`src/inc/latc_pkg.sv`:
```
// Constants, types and register map of the trace control block.
// Overview of operation
// - Low-power request, cross and external triggers pass two-flop synchronisers.
// - Functional reset clears all logic; asserts asynchronously, releases synchronously; here rst_n reaches the flops with no release synchroniser.
// - Reset while running stops the analyzer.
// - Trace memory is a circular buffer; address advances per write; depth readable.
// - Trace only while running; prestart trace bit enables trace at run start.
// - Each state transition sets trace on or off from its output entry.
// - Per state, capture control picks one of four capture modes.
// - Highest state is state_total minus one; only it traces independently.
// - Nonzero side queue depth: two queues, fair drain, simultaneous writes absorbed.
// - Zero depth: highest state wins a collision, header bit five marks overwrite.
// - Solo enable bit at highest position makes that state independent.
// - Independent state ignores alternates and loops on itself with counters working.
// - Independent tracing stops at the final state or when run clears.
// - Independent counter match with timeout_final forces the final state.
// - Independent state honours match, timeout, tally and trace fields only; here it also honours its capture mode field.
// - Counter clear costs one clock: limit five counting clocks captures every six.
package latc_pkg;
	localparam int NST_DEF = 5;
	localparam int MAW_DEF = 10;
	localparam int GW_DEF = 64;
	localparam int SQ_DEF = 0;
	localparam int CNTW = 16;
	localparam int SYNW = 9;
	localparam int CTL_W = 9;
	localparam int OUT_W = 6;
	localparam int HDR_OVR = 5;
	localparam logic [11:0] A_CTRL = 12'h000;
	localparam logic [11:0] A_PRE = 12'h004;
	localparam logic [11:0] A_SOLO = 12'h008;
	localparam logic [11:0] A_IDENT = 12'h00C;
	localparam logic [11:0] A_STAT = 12'h010;
	localparam logic [11:0] A_WPTR = 12'h014;
	localparam logic [3:0] A_ST_PAGE = 4'h1;
	localparam logic [1:0] SUB_CTL = 2'h0;
	localparam logic [1:0] SUB_OUT = 2'h1;
	localparam logic [1:0] SUB_LIM = 2'h2;
	localparam logic [1:0] SUB_RSV = 2'h3;
	localparam logic [1:0] TYP_CNT = 2'h0;
	localparam logic [1:0] TYP_DATA = 2'h1;
	typedef enum logic [1:0] {M_EVERY = 2'b00, M_SIG = 2'b01, M_CNT = 2'b10, M_CNTDATA = 2'b11} latc_mode_e;
	typedef enum logic [1:0] {PH_IDLE = 2'b00, PH_RUN = 2'b01, PH_FINAL = 2'b10} latc_ph_e;
	typedef struct packed {
		logic match_mode;
		logic [1:0] match_sel;
		logic tally_clear;
		logic tally_source;
		logic timeout_final;
		logic trace;
		latc_mode_e mode;
	} latc_ctl_s;
	typedef struct packed {
		logic [3:0] succ;
		logic halt;
		logic trace;
	} latc_out_s;
	typedef struct packed {
		logic [1:0] tcnt;
		logic ovr;
		logic [2:0] st;
		logic [1:0] typ;
	} latc_hdr_s;
	typedef struct packed {
		logic psel;
		logic penable;
		logic pwrite;
		logic [11:0] paddr;
		logic [31:0] pwdata;
	} latc_apb_s;
endpackage

```
`src/hw/latc_top.sv`:
```
// Trace control: register slave, trigger sequencer, solo state and trace writer.
//
// Our own choices: the register offsets and the APB register port.
`timescale 1ns/1ns
module latc_sync #(
	parameter int W = 1
) (
	input wire logic clk,
	input wire logic rst_n,
	input wire logic [W-1:0] d,
	output logic [W-1:0] q
);
	logic [W-1:0] m_q;
	// Plain two-flop cell; the first stage feeds only the second.
	always_ff @(posedge clk or negedge rst_n) begin
		if (!rst_n) begin
			m_q <= '0;
			q <= '0;
		end else begin
			m_q <= d;
			q <= m_q;
		end
	end
endmodule

module latc_top #(
	parameter int NST = latc_pkg::NST_DEF,
	parameter int MAW = latc_pkg::MAW_DEF,
	parameter int GW = latc_pkg::GW_DEF,
	parameter int SQ = latc_pkg::SQ_DEF
) (
	input wire logic pclk,
	input wire logic presetn,
	input wire logic selftest_reset_n,
	input wire latc_pkg::latc_apb_s apb,
	output logic [31:0] prdata,
	output logic pready,
	output logic pslverr,
	input wire logic [GW-1:0] group_data,
	input wire logic group_sample_en,
	input wire logic [3:0] cmp_hit,
	input wire logic lowpower_req_n,
	input wire logic [1:0] cross_trigger_in,
	input wire logic [5:0] external_trigger_in,
	output logic clock_halt_out,
	output logic mem_we,
	output logic [MAW-1:0] mem_addr,
	output logic [GW+7:0] mem_wdata
);
	import latc_pkg::*;
	localparam int DW = GW + 8;

	////////////////////////////////////////////////////////////////////////////
	// Either reset clears everything; the self-test reset idles high.
	wire rst_n = presetn & selftest_reset_n;
	logic [SYNW-1:0] sync_q;
	latc_sync #(.W(SYNW)) u_sync (
		.clk(pclk),
		.rst_n(rst_n),
		.d({lowpower_req_n, cross_trigger_in, external_trigger_in}),
		.q(sync_q)
	);

	function automatic logic hit_of(input latc_ctl_s c, input logic [3:0] h);
		hit_of = h[c.match_sel] ^ c.match_mode;
	endfunction
	function automatic logic cap_of(input latc_ctl_s c, input logic hit, input logic cm, input logic sen);
		case (c.mode)
			M_EVERY: cap_of = sen;
			M_SIG: cap_of = hit & sen;
			M_CNT: cap_of = cm & sen;
			default: cap_of = hit;
		endcase
	endfunction
	// The clear takes its own cycle, so the period is the limit plus one.
	function automatic logic [CNTW-1:0] cnt_nx(input latc_ctl_s c, input logic [CNTW-1:0] v, input logic hit,
		input logic cm);
		cnt_nx = (cm && c.tally_clear) ? '0 : v + CNTW'(c.tally_source ? hit : 1'b1);
	endfunction

	////////////////////////////////////////////////////////////////////////////
	logic run_q;
	logic pre_q;
	logic [7:0] solo_q;
	latc_ctl_s ctl_q [NST];
	latc_out_s out_q [NST];
	logic [CNTW-1:0] lim_q [NST];
	latc_ph_e phase_q;
	logic [2:0] cur_q;
	logic [CNTW-1:0] cnt_q;
	logic [CNTW-1:0] scnt_q;
	logic [CNTW-1:0] tcnt_q;
	logic trace_act_q;
	logic [MAW-1:0] wptr_q;
	logic [31:0] rd_d;
	logic wr_v;
	logic [DW-1:0] wr_d;

	wire setup = apb.psel & ~apb.penable;
	wire wr = apb.psel & apb.penable & apb.pwrite;
	wire [2:0] widx = apb.paddr[6:4];
	wire [1:0] wsub = apb.paddr[3:2];
	wire st_reg = (apb.paddr[11:8] == A_ST_PAGE) && !apb.paddr[7] && ({1'b0, widx} < 4'(NST)) && (wsub != SUB_RSV);
	wire top_reg = (apb.paddr == A_CTRL) || (apb.paddr == A_PRE) || (apb.paddr == A_SOLO) ||
		(apb.paddr == A_IDENT) || (apb.paddr == A_STAT) || (apb.paddr == A_WPTR);
	wire map_ok = st_reg || top_reg;
	assign pready = 1'b1;
	assign pslverr = apb.psel & apb.penable & ~map_ok;

	always_comb begin
		rd_d = '0;
		if (st_reg) begin
			case (wsub)
				SUB_CTL: rd_d = 32'(ctl_q[widx]);
				SUB_OUT: rd_d = 32'(out_q[widx]);
				default: rd_d = 32'(lim_q[widx]);
			endcase
		end else begin
			case (apb.paddr)
				A_CTRL: rd_d = 32'(run_q);
				A_PRE: rd_d = 32'(pre_q);
				A_SOLO: rd_d = 32'(solo_q);
				// Address width and state count are readable.
				A_IDENT: rd_d = 32'({4'(NST), 8'(MAW)});
				A_STAT: rd_d = 32'({sync_q, trace_act_q, phase_q, cur_q});
				A_WPTR: rd_d = 32'(wptr_q);
				default: rd_d = '0;
			endcase
		end
	end

	// Read data is caught in the setup cycle so the access cycle needs no wait.
	always_ff @(posedge pclk or negedge rst_n) begin
		if (!rst_n) begin
			prdata <= '0;
		end else if (setup) begin
			prdata <= rd_d;
		end
	end

	// Writes while running are accepted; software is expected not to do that.
	always_ff @(posedge pclk or negedge rst_n) begin
		if (!rst_n) begin
			run_q <= 1'b0;
			pre_q <= 1'b0;
			solo_q <= '0;
		end else if (wr) begin
			if (apb.paddr == A_CTRL) begin
				run_q <= apb.pwdata[0];
			end
			if (apb.paddr == A_PRE) begin
				pre_q <= apb.pwdata[0];
			end
			if (apb.paddr == A_SOLO) begin
				solo_q <= apb.pwdata[7:0];
			end
		end
	end

	for (genvar n = 0; n < NST; n++) begin : g_st
		always_ff @(posedge pclk or negedge rst_n) begin
			if (!rst_n) begin
				ctl_q[n] <= '0;
				out_q[n] <= '0;
				lim_q[n] <= '0;
			end else if (wr && st_reg && widx == 3'(n)) begin
				if (wsub == SUB_CTL) begin
					ctl_q[n] <= latc_ctl_s'(apb.pwdata[CTL_W-1:0]);
				end
				if (wsub == SUB_OUT) begin
					out_q[n] <= latc_out_s'(apb.pwdata[OUT_W-1:0]);
				end
				if (wsub == SUB_LIM) begin
					lim_q[n] <= apb.pwdata[CNTW-1:0];
				end
			end
		end
	end

	////////////////////////////////////////////////////////////////////////////
	wire latc_ctl_s mc = ctl_q[cur_q];
	wire latc_out_s mo = out_q[cur_q];
	// The solo state is always the top index.
	wire latc_ctl_s sc = ctl_q[NST-1];
	wire running = (phase_q == PH_RUN) && run_q;
	// Solo enable at the top state position.
	wire solo_on = running && solo_q[NST-1];
	wire m_hit = hit_of(mc, cmp_hit);
	wire m_cm = cnt_q == lim_q[cur_q];
	// Only match, tally, timeout, trace and capture mode fields feed the solo state.
	wire s_hit = hit_of(sc, cmp_hit);
	wire s_cm = scnt_q == lim_q[NST-1];
	// Capture only while running with trace active.
	wire m_cap = running && trace_act_q && mc.trace && cap_of(mc, m_hit, m_cm, group_sample_en);
	// Solo capture ends with the run phase.
	wire s_cap = solo_on && sc.trace && cap_of(sc, s_hit, s_cm, group_sample_en);
	wire m_fin = mo.succ >= 4'(NST);
	// Solo timeout ends the whole run.
	wire s_stop = solo_on && s_cm && sc.timeout_final;
	wire latc_hdr_s hm = '{tcnt: tcnt_q[1:0], ovr: 1'b0, st: cur_q,
		typ: (mc.mode == M_CNTDATA) ? TYP_CNT : TYP_DATA};
	// Without queues a collision is marked in the solo word.
	wire latc_hdr_s hs = '{tcnt: tcnt_q[1:0], ovr: (SQ == 0) && m_cap, st: 3'(NST - 1),
		typ: (sc.mode == M_CNTDATA) ? TYP_CNT : TYP_DATA};
	wire [DW-1:0] e_m = {(mc.mode == M_CNTDATA) ? GW'(cnt_q) : group_data, hm};
	wire [DW-1:0] e_s = {(sc.mode == M_CNTDATA) ? GW'(scnt_q) : group_data, hs};

	always_ff @(posedge pclk or negedge rst_n) begin
		if (!rst_n) begin
			phase_q <= PH_IDLE;
			cur_q <= '0;
			cnt_q <= '0;
			scnt_q <= '0;
			trace_act_q <= 1'b0;
			clock_halt_out <= 1'b0;
		end else begin
			case (phase_q)
				PH_IDLE: begin
					clock_halt_out <= 1'b0;
					if (run_q) begin
						phase_q <= PH_RUN;
						cur_q <= '0;
						cnt_q <= '0;
						scnt_q <= '0;
						trace_act_q <= pre_q;
					end
				end
				PH_RUN: begin
					// Clearing run, or reset, stops the sequencer.
					if (!run_q) begin
						phase_q <= PH_IDLE;
					end else if (s_stop) begin
						phase_q <= PH_FINAL;
					end else begin
						// Solo state never moves; only its counter runs.
						if (solo_on) begin
							scnt_q <= cnt_nx(sc, scnt_q, s_hit, s_cm);
						end
						if (m_hit) begin
							trace_act_q <= mo.trace;
							clock_halt_out <= mo.halt;
							if (m_fin) begin
								phase_q <= PH_FINAL;
							end else begin
								cur_q <= mo.succ[2:0];
								cnt_q <= '0;
							end
						end else begin
							cnt_q <= cnt_nx(mc, cnt_q, m_hit, m_cm);
						end
					end
				end
				PH_FINAL: begin
					if (!run_q) begin
						phase_q <= PH_IDLE;
					end
				end
				default: phase_q <= PH_IDLE;
			endcase
		end
	end

	////////////////////////////////////////////////////////////////////////////
	if (SQ == 0) begin : g_direct
		assign wr_v = m_cap | s_cap;
		assign wr_d = s_cap ? e_s : e_m;
	end else begin : g_queue
		localparam int PW = $clog2(SQ);
		logic [DW-1:0] qm [2][SQ];
		logic [PW-1:0] wp_q [2];
		logic [PW-1:0] rp_q [2];
		logic [PW:0] qc_q [2];
		logic ovf_q [2];
		logic last_q;
		wire [1:0] push = {s_cap, m_cap};
		wire [DW-1:0] pd [2] = '{e_m, e_s};
		wire [1:0] val = {qc_q[1] != '0, qc_q[0] != '0};
		// Fair drain: alternate when both queues hold data.
		wire gnt1 = val[1] && (!val[0] || !last_q);
		wire [1:0] pop = {gnt1, val[0] && !gnt1};
		assign wr_v = |val;
		assign wr_d = gnt1 ? qm[1][rp_q[1]] : qm[0][rp_q[0]];
		always_ff @(posedge pclk or negedge rst_n) begin
			if (!rst_n) begin
				last_q <= 1'b0;
			end else if (wr_v) begin
				last_q <= gnt1;
			end
		end
		for (genvar g = 0; g < 2; g++) begin : g_q
			wire full = qc_q[g] == (PW + 1)'(SQ);
			always_ff @(posedge pclk) begin
				if (push[g] && !full) begin
					qm[g][wp_q[g]] <= pd[g] | (DW'(ovf_q[g]) << HDR_OVR);
				end
			end
			// Depth must be a power of two for the pointers to wrap.
			always_ff @(posedge pclk or negedge rst_n) begin
				if (!rst_n) begin
					wp_q[g] <= '0;
					rp_q[g] <= '0;
					qc_q[g] <= '0;
					ovf_q[g] <= 1'b0;
				end else begin
					wp_q[g] <= wp_q[g] + PW'(push[g] && !full);
					rp_q[g] <= rp_q[g] + PW'(pop[g]);
					qc_q[g] <= qc_q[g] + (PW + 1)'(push[g] && !full) - (PW + 1)'(pop[g]);
					// Overrun is flagged in the next stored word.
					ovf_q[g] <= (push[g] && full) || (ovf_q[g] && !push[g]);
				end
			end
		end
	end

	always_ff @(posedge pclk or negedge rst_n) begin
		if (!rst_n) begin
			mem_we <= 1'b0;
			mem_addr <= '0;
			mem_wdata <= '0;
			wptr_q <= '0;
			tcnt_q <= '0;
		end else begin
			tcnt_q <= tcnt_q + 1'b1;
			mem_we <= wr_v;
			if (wr_v) begin
				mem_addr <= wptr_q;
				mem_wdata <= wr_d;
				wptr_q <= wptr_q + 1'b1;
			end
		end
	end
endmodule

```
`config.mk`:
```
export PLATFORM = sky130hd
export DESIGN_NAME = latc_top
export DESIGN_NICKNAME = d
export VERILOG_FILES = /design/src/inc/latc_pkg.sv /design/src/hw/latc_top.sv
export SDC_FILE = /design/constraint.sdc
export NUM_CORES = 1
export LEC_CHECK = 0
export BUFFER_PORTS_ARGS = -buffer_cell sky130_fd_sc_hd__buf_2
export CAP_MARGIN = 10
export CORE_ASPECT_RATIO = 0.75
export CORE_MARGIN = 5
export CORE_UTILIZATION = 52
export DETAILED_ROUTE_END_ITERATION = 16
export MAX_ROUTING_LAYER = met4
export PLACE_DENSITY = 0.76
export SKIP_LAST_GASP = 1
export SLEW_MARGIN = 15
export SYNTH_ARGS = -nofsm -noshare
export SYNTH_HDL_FRONTEND = slang
export SYNTH_HIERARCHICAL = 1
export SYNTH_SLANG_ARGS = --single-unit
```
`constraint.sdc`:
```
create_clock -name pclk -period 10.14 [get_ports pclk]
set_input_delay 0 -clock pclk [delete_from_list [all_inputs] [get_ports pclk]]
set_output_delay 0 -clock pclk [all_outputs]
set_load 0.05 [all_outputs]
```
Word-level counts from Yosys, hierarchy flattened --
Cells that the tools add are included.
Word-level totals: memory bits (read-only) 0, memories kept 0, register bits after elaboration 363, logic and storage cells 257, input port bits 128, output and inout bits 118, bits in writable memories 0, bits in latches 0
Operators by class: multiplexer cells 68, add/subtract/negate cells 4, magnitude comparators 6, shift operators 0, divide/modulo/power cells 0, bitwise gates (word level) 16, eq/ne operators 33, $mul 0, reductions and logical operators 58
Operators with widths (count):
- 2-to-1 mux 16 bit | 14
- 2-to-1 mux 64 bit | 2
- binary-select mux 16 bit (select 3 bit) | 2
- one-hot mux 16 bit (2 select lines) | 3
- one-hot mux 15 bit (6 select lines) | 1
- 2-to-1 mux 72 bit | 1
- binary-select mux 9 bit (select 3 bit) | 2
- binary-select mux 6 bit (select 3 bit) | 2
- 2-to-1 mux 9 bit | 4
- AND reduction 2 bit | 18
- adder 16 x 1 -> 16 bit | 2
- == test 16 bit | 2
- 2-to-1 mux 32 bit | 1
- == test 12 x 4 -> 1 bit (second input constant) | 2
- == test 12 x 5 -> 1 bit (second input constant) | 2
- 2-to-1 mux 6 bit | 4
- logical AND 1 bit | 20
- adder 16 x 1 -> 16 bit (second input constant) | 1
- inequality test 2 bit (second input constant) | 8
- 2-to-1 mux 3 bit | 5
- AND reduction 5 bit | 3
- 2-to-1 mux 1 bit | 13
- == test 12 x 3 -> 1 bit (second input constant) | 1
- == test 2 bit (second input constant) | 6
- 31 further kinds | 66

Depth between registers and ports, before layout --
depth after elaboration 14, mapped depth 21

Hierarchy --
The synthesis kept the hierarchy.
Modules (own cells, without submodules):
- latc_top | area each 16624.7 um^2, instances 1, cells each 1531
- latc_sync | area each 450.4 um^2, instances 1, cells each 18

Worst setup path before layout --
OpenSTA, ideal clock, no wires.
kind register -> register, from register cur_q[0], to register wptr_q[9], period minus slack after synthesis 4.160 ns, library setup time 0.123 ns, data arrival time 4.037 ns, setup slack 5.980 ns, cell stages (with the launch flop) 18, buffers on the path 6, required time 10.017 ns, cell sequence dfrtp_1 > buf_6 > buf_2 > buf_4 > buf_2 > buf_1 > mux2_2 > a21oi_1 > o21a_1 > ha_1 > o21ai_0 > a211o_1 > a41o_1 > and2_1 > a31o_1 > buf_2 > or4_4 > xnor2_2
Between the ends: word-level cells in the longest chain between the ends 11
RTL lines:
- start, declared | line latc_top.sv:89 | logic [2:0] cur_q;
- start signal, assigned | line latc_top.sv:245 | cur_q <= mo.succ[2:0];
- NOT 3 -> 4 bit (implied by the code) * | line latc_top.sv:181, latc_top.sv:189
- binary-select mux 9 bit (select 3 bit) | line latc_top.sv:181 | wire latc_ctl_s mc = ctl_q[cur_q];
- 2-to-1 mux 9 bit (implied by the code) (2 in a row) | line latc_top.sv:181
- binary-select mux 1 bit (select 2 bit) | line latc_top.sv:65 | hit_of = h[c.match_sel] ^ c.match_mode;
- 2-to-1 mux 1 bit (implied by the code) | line latc_top.sv:65
- XOR 1 bit | line latc_top.sv:65
- bitwise AND 1 bit | line latc_top.sv:70 | M_SIG: cap_of = hit & sen;
- one-hot mux 1 bit (3 select lines) | line latc_top.sv:68 | case (c.mode)
- logical AND 1 bit * | line latc_top.sv:194 | wire m_cap = running && trace_act_q && mc.trace && cap_of(mc, m_hit, m_cm, group_sample_en);
- bitwise OR 1 bit * | line latc_top.sv:265 | assign wr_v = m_cap | s_cap;
- end signal, assigned | line latc_top.sv:328 | wptr_q <= wptr_q + 1'b1;
- end, declared | line latc_top.sv:94 | logic [MAW-1:0] wptr_q;
Mark *: on every way between the ends. The rest lies on a longest branch, timed or not. The select of a mux whose other input is x is not followed. A chain may end at the register's enable or synchronous reset.

Worst setup path after layout --
Same ends and word-level chain as after synthesis.

==> metrics.md <==
| Metric | Value |
|---|---|
| Max-cap violations | `0` |
| Synth area leaders | `dfrtp_1 (49%), mux2_2 (12%), mux4_2 (5.1%)` |
| Total Routing Usage GR | `around 28%` |
| Top FF cell, synth | `dfrtp_1` |
| TritonCTS sink count | `~330` |
| Final ANT Viol Nets | `0` |
| Fin nets | `a little under 2k` |
| Post-placement cell count | `2,108` |
| CTS clk-pin slew, worst paths | `around 0.06 ns` |
| CP Class | `reg2reg` |
| EDFF count, synth | `0` |
| Fin area | `20,500 sq um` |
| Clock Path Buffers | `3` |
| Post-DP HPWL | `~34 mm` |
| Worst Path Required | `10.55 ns` |
| Final worst slack | `4.75 ns` |
| DR iter-0 viols | `around 1.5k` |
| Layout fillers | `2,456` |
| Die width | `approximately 220 um` |
| First-pass DRT Iterations | `6` |
| Critical path's slowest cell | `buf_4` |
| Crit-path cells | `buf_4, mux2_2, a21oi_1, o21a_1, inv_1, ha_1, inv_1, o21ai_0, a41o_1, and2_1, a31o_4, buf_4, or4_4, xnor2_2` |
| TritonCTS clock tree | `yes` |
| Crit path DAT | `approximately 5.8 ns` |
| Routed via count | `between 10k and 15k` |
| Drt wl/cell | `around 23 um` |
| Avg Cell Area, Syn | `about 11 sq um` |
| Initial antenna violation count | `1` |
| GRT overflow | `0` |
| Layout Cells excl Fill | `between 2k and 2.5k` |
| Area Overhead vs Synth | `20.1%` |
| Core area | `about 32,000 sq um` |
| Synth Instances | `around 1.5k` |
| Die Area | `between 30,000 and 40,000 sq um` |
| Largest net degree at the start of global routing | `roughly 170` |
| Final hold vios | `0` |
| Post-synth ARST share | `between 90% and 100%` |
| Setup tns final | `0 ns` |
| CP max stage delay | `a little under 0.8 ns` |
| Final period util | `between 50% and 60%` |
| Proportion of layout cells with a drive suffix above 1 | `about 30%` |
| CP endpoint kind | `flip-flop` |
| Power per cell area | `about 150 nW/um^2` |
| Die height | `around 170 um` |
| Achievable frequency | `186 MHz` |
| Vias in the first global route | `roughly 14k` |
| Sequential area share after synthesis | `between 40% and 50%` |
| Worst-path fanout max | `104` |
| Maximum vdd ir drop | `between 0.08 and 0.09 mV` |
| Worst Path Buf+Inv | `4` |
| Largest area contributor in the netlist | `dfrtp_1` |
| # setup viols final | `0` |
| Unrepaired setup endpoints after global routing | `no` |
| Dpl ws | `a little under 5 ns` |
| Worst setup SP type | `flip-flop` |
| Setup Fix Bufs, Post-CTS | `0` |
| Final worst path period need | `5.39 ns` |
| Drt total wl | `between 50 and 60 mm` |
| Slew HR | `between 20% and 30%` |
| Vias/cell | `6.14` |
| Port Buffers | `about 210` |
| Flops & latches, synth | `approximately 330` |
| Hold Path Class | `in2reg` |
| IO Count | `~250` |
| Placed cell area | `18,300 sq um` |
| CP top delay family | `buffers and inverters` |
| GP Congestion | `between 0.9 and 1` |
| Share of the synthesized area in the top cell type | `just under 50%` |
| First-pass GRT wire length | `79.9 mm` |
| Clk Latency, worst-skew pair | `~0.54 ns` |
| Synth cell count leaders | `dfrtp_1 (332), mux2_2 (187), nand2_1 (165)` |
| Seq. cell area | `8310 sq um` |
| Post-synthesis cell type count | `between 70 and 80` |
| Leak | `between 9 and 10 nW` |
| CTS buffer count | `35` |
| Slew @ Worst Pin | `roughly 1.2 ns` |
| DRC Markers | `0` |
| H-tree depth | `2` |
| Final Max Tran Viols | `0` |
| Initial core utilization | `a little over half` |
| YS warnings | `6` |
| Clk root buf | `clkbuf_16` |
| # rows | `57` |
| Clk_skew | `between 0.02 and 0.03 ns` |
| Multi-input gate area | `8220 sq um` |
| Most frequent cell after synthesis | `dfrtp_1` |
| Mapped cell area | `17,100 sq um` |
| Status | `finished, final reports clean` |
worst min-delay path: stages:
cell	delay (ns)
buf_2	0.11
nor2b_1	0.22
nor2_1	0.16
a21oi_1	0.04
stage by stage:
step,util [%],power [mW],hold WS [ns]
floorplan,-,1.55,0.0314
global placement,56.6,1.63,0.0823
detailed placement,56.6,1.63,0.0864
CTS,63.2,3.02,0.00676
global route,63.3,3.11,0.0334
finish,63.3,3.01,0.0473
metal layers:
metal,vias to the layer above,GRT usage [%],part of all wire [%]
met5,-,-,0
met4,0,10.5,4.0
met3,120,6.90,11
met2,741,41.0,44
met1,6865,39.1,41
li1,6127,-,-
power breakdown:
part / internal [mW] / total [mW] / leakage [nW] / switching [mW]
Clock: 0.842 / 1.37 / 0.607 / 0.527
Combinational: 0.0822 / 0.276 / 4.62 / 0.193
Sequential: 1.35 / 1.37 / 4.43 / 0.0169
kinds of logic after synthesis:
| logic type | Yosys count | synth area share [%] |
|---|---|---|
| muxes | 267 | 20.0 |
| and+or+nand+nor | 407 | 11.4 |
| buffers and inverters | 143 | 3.84 |
| other | 2 | 0.0440 |
| DFF | 332 | 48.7 |
| xor gates and xnor gates | 36 | 1.89 |
| adders and majority gates | 11 | 0.806 |
| AOI/OAI and AO/OA | 351 | 13.5 |
area by class of cell:
cell class,instances,share of cell area (%)
clock inverter,10,0.927
multi-input combinational,1090,40.1
sequential,332,40.5
inverter,18,0.329
clock buffer,49,5.07
timing repair buffer,316,10.3
tap,442,2.70
antenna,1,0.0122
cell usage in the layout, fill, tap and decap left out, types with 14 or more instances in the layout:
| cell type | synthesis | final |
|---|---|---|
| dfrtp_1 | 332 | 330 |
| buf_2 | 20 | 211 |
| mux2_2 | 187 | 187 |
| nand2_1 | 165 | 165 |
| o21ai_0 | 111 | 110 |
| nor2_1 | 92 | 88 |
| dlygate4sd3_1 | 0 | 87 |
| a21oi_1 | 59 | 59 |
| mux4_2 | 39 | 39 |
| mux2i_1 | 37 | 37 |
| clkbuf_16 | 0 | 36 |
| a22oi_1 | 29 | 29 |
| nor2b_1 | 24 | 24 |
| o31ai_1 | 22 | 22 |
| xnor2_1 | 21 | 21 |
| o22ai_1 | 21 | 21 |
| and3_1 | 20 | 20 |
| a22o_1 | 20 | 20 |
| nand3_1 | 19 | 19 |
| conb_1 | 2 | 18 |
| inv_1 | 16 | 16 |
| xor2_1 | 14 | 14 |
| nand2b_1 | 14 | 14 |
| buf_4 | 21 | 14 |
sequential cells by signal (all words and copies together) (netlist names), 3 cells and up:
signal and cells:
cnt_q 16, ctl_q 45, solo_q 8, u_sync/q 9, prdata 16, cur_q 3
lim_q 80, out_q 30, wptr_q 10, mem_wdata 71, u_sync/m_q 9, mem_addr 10
scnt_q 16
timing repair:
action | in CTS | in global routing
hold endpoints to repair | 166 | 0
gates resized for setup | 0 | 0
hold buffers | 88 | 0
worst paths after layout:
check	from	endpoint	slack, ns	cells after the start
max	cur_q[0]	wptr_q[9]	4.75	14
min	apb[45]	prdata[0]	0.05	4
max reg2reg	cur_q[0]	wptr_q[9]	4.75	14
max in group asynchronous	presetn	ctl_q[32]	8.26	6
min reg2reg	u_sync/m_q[1]	u_sync/q[1]	0.35	0
min in group asynchronous	selftest_reset_n	mem_addr[2]	0.16	4
(Power assumes the default switching activity.)
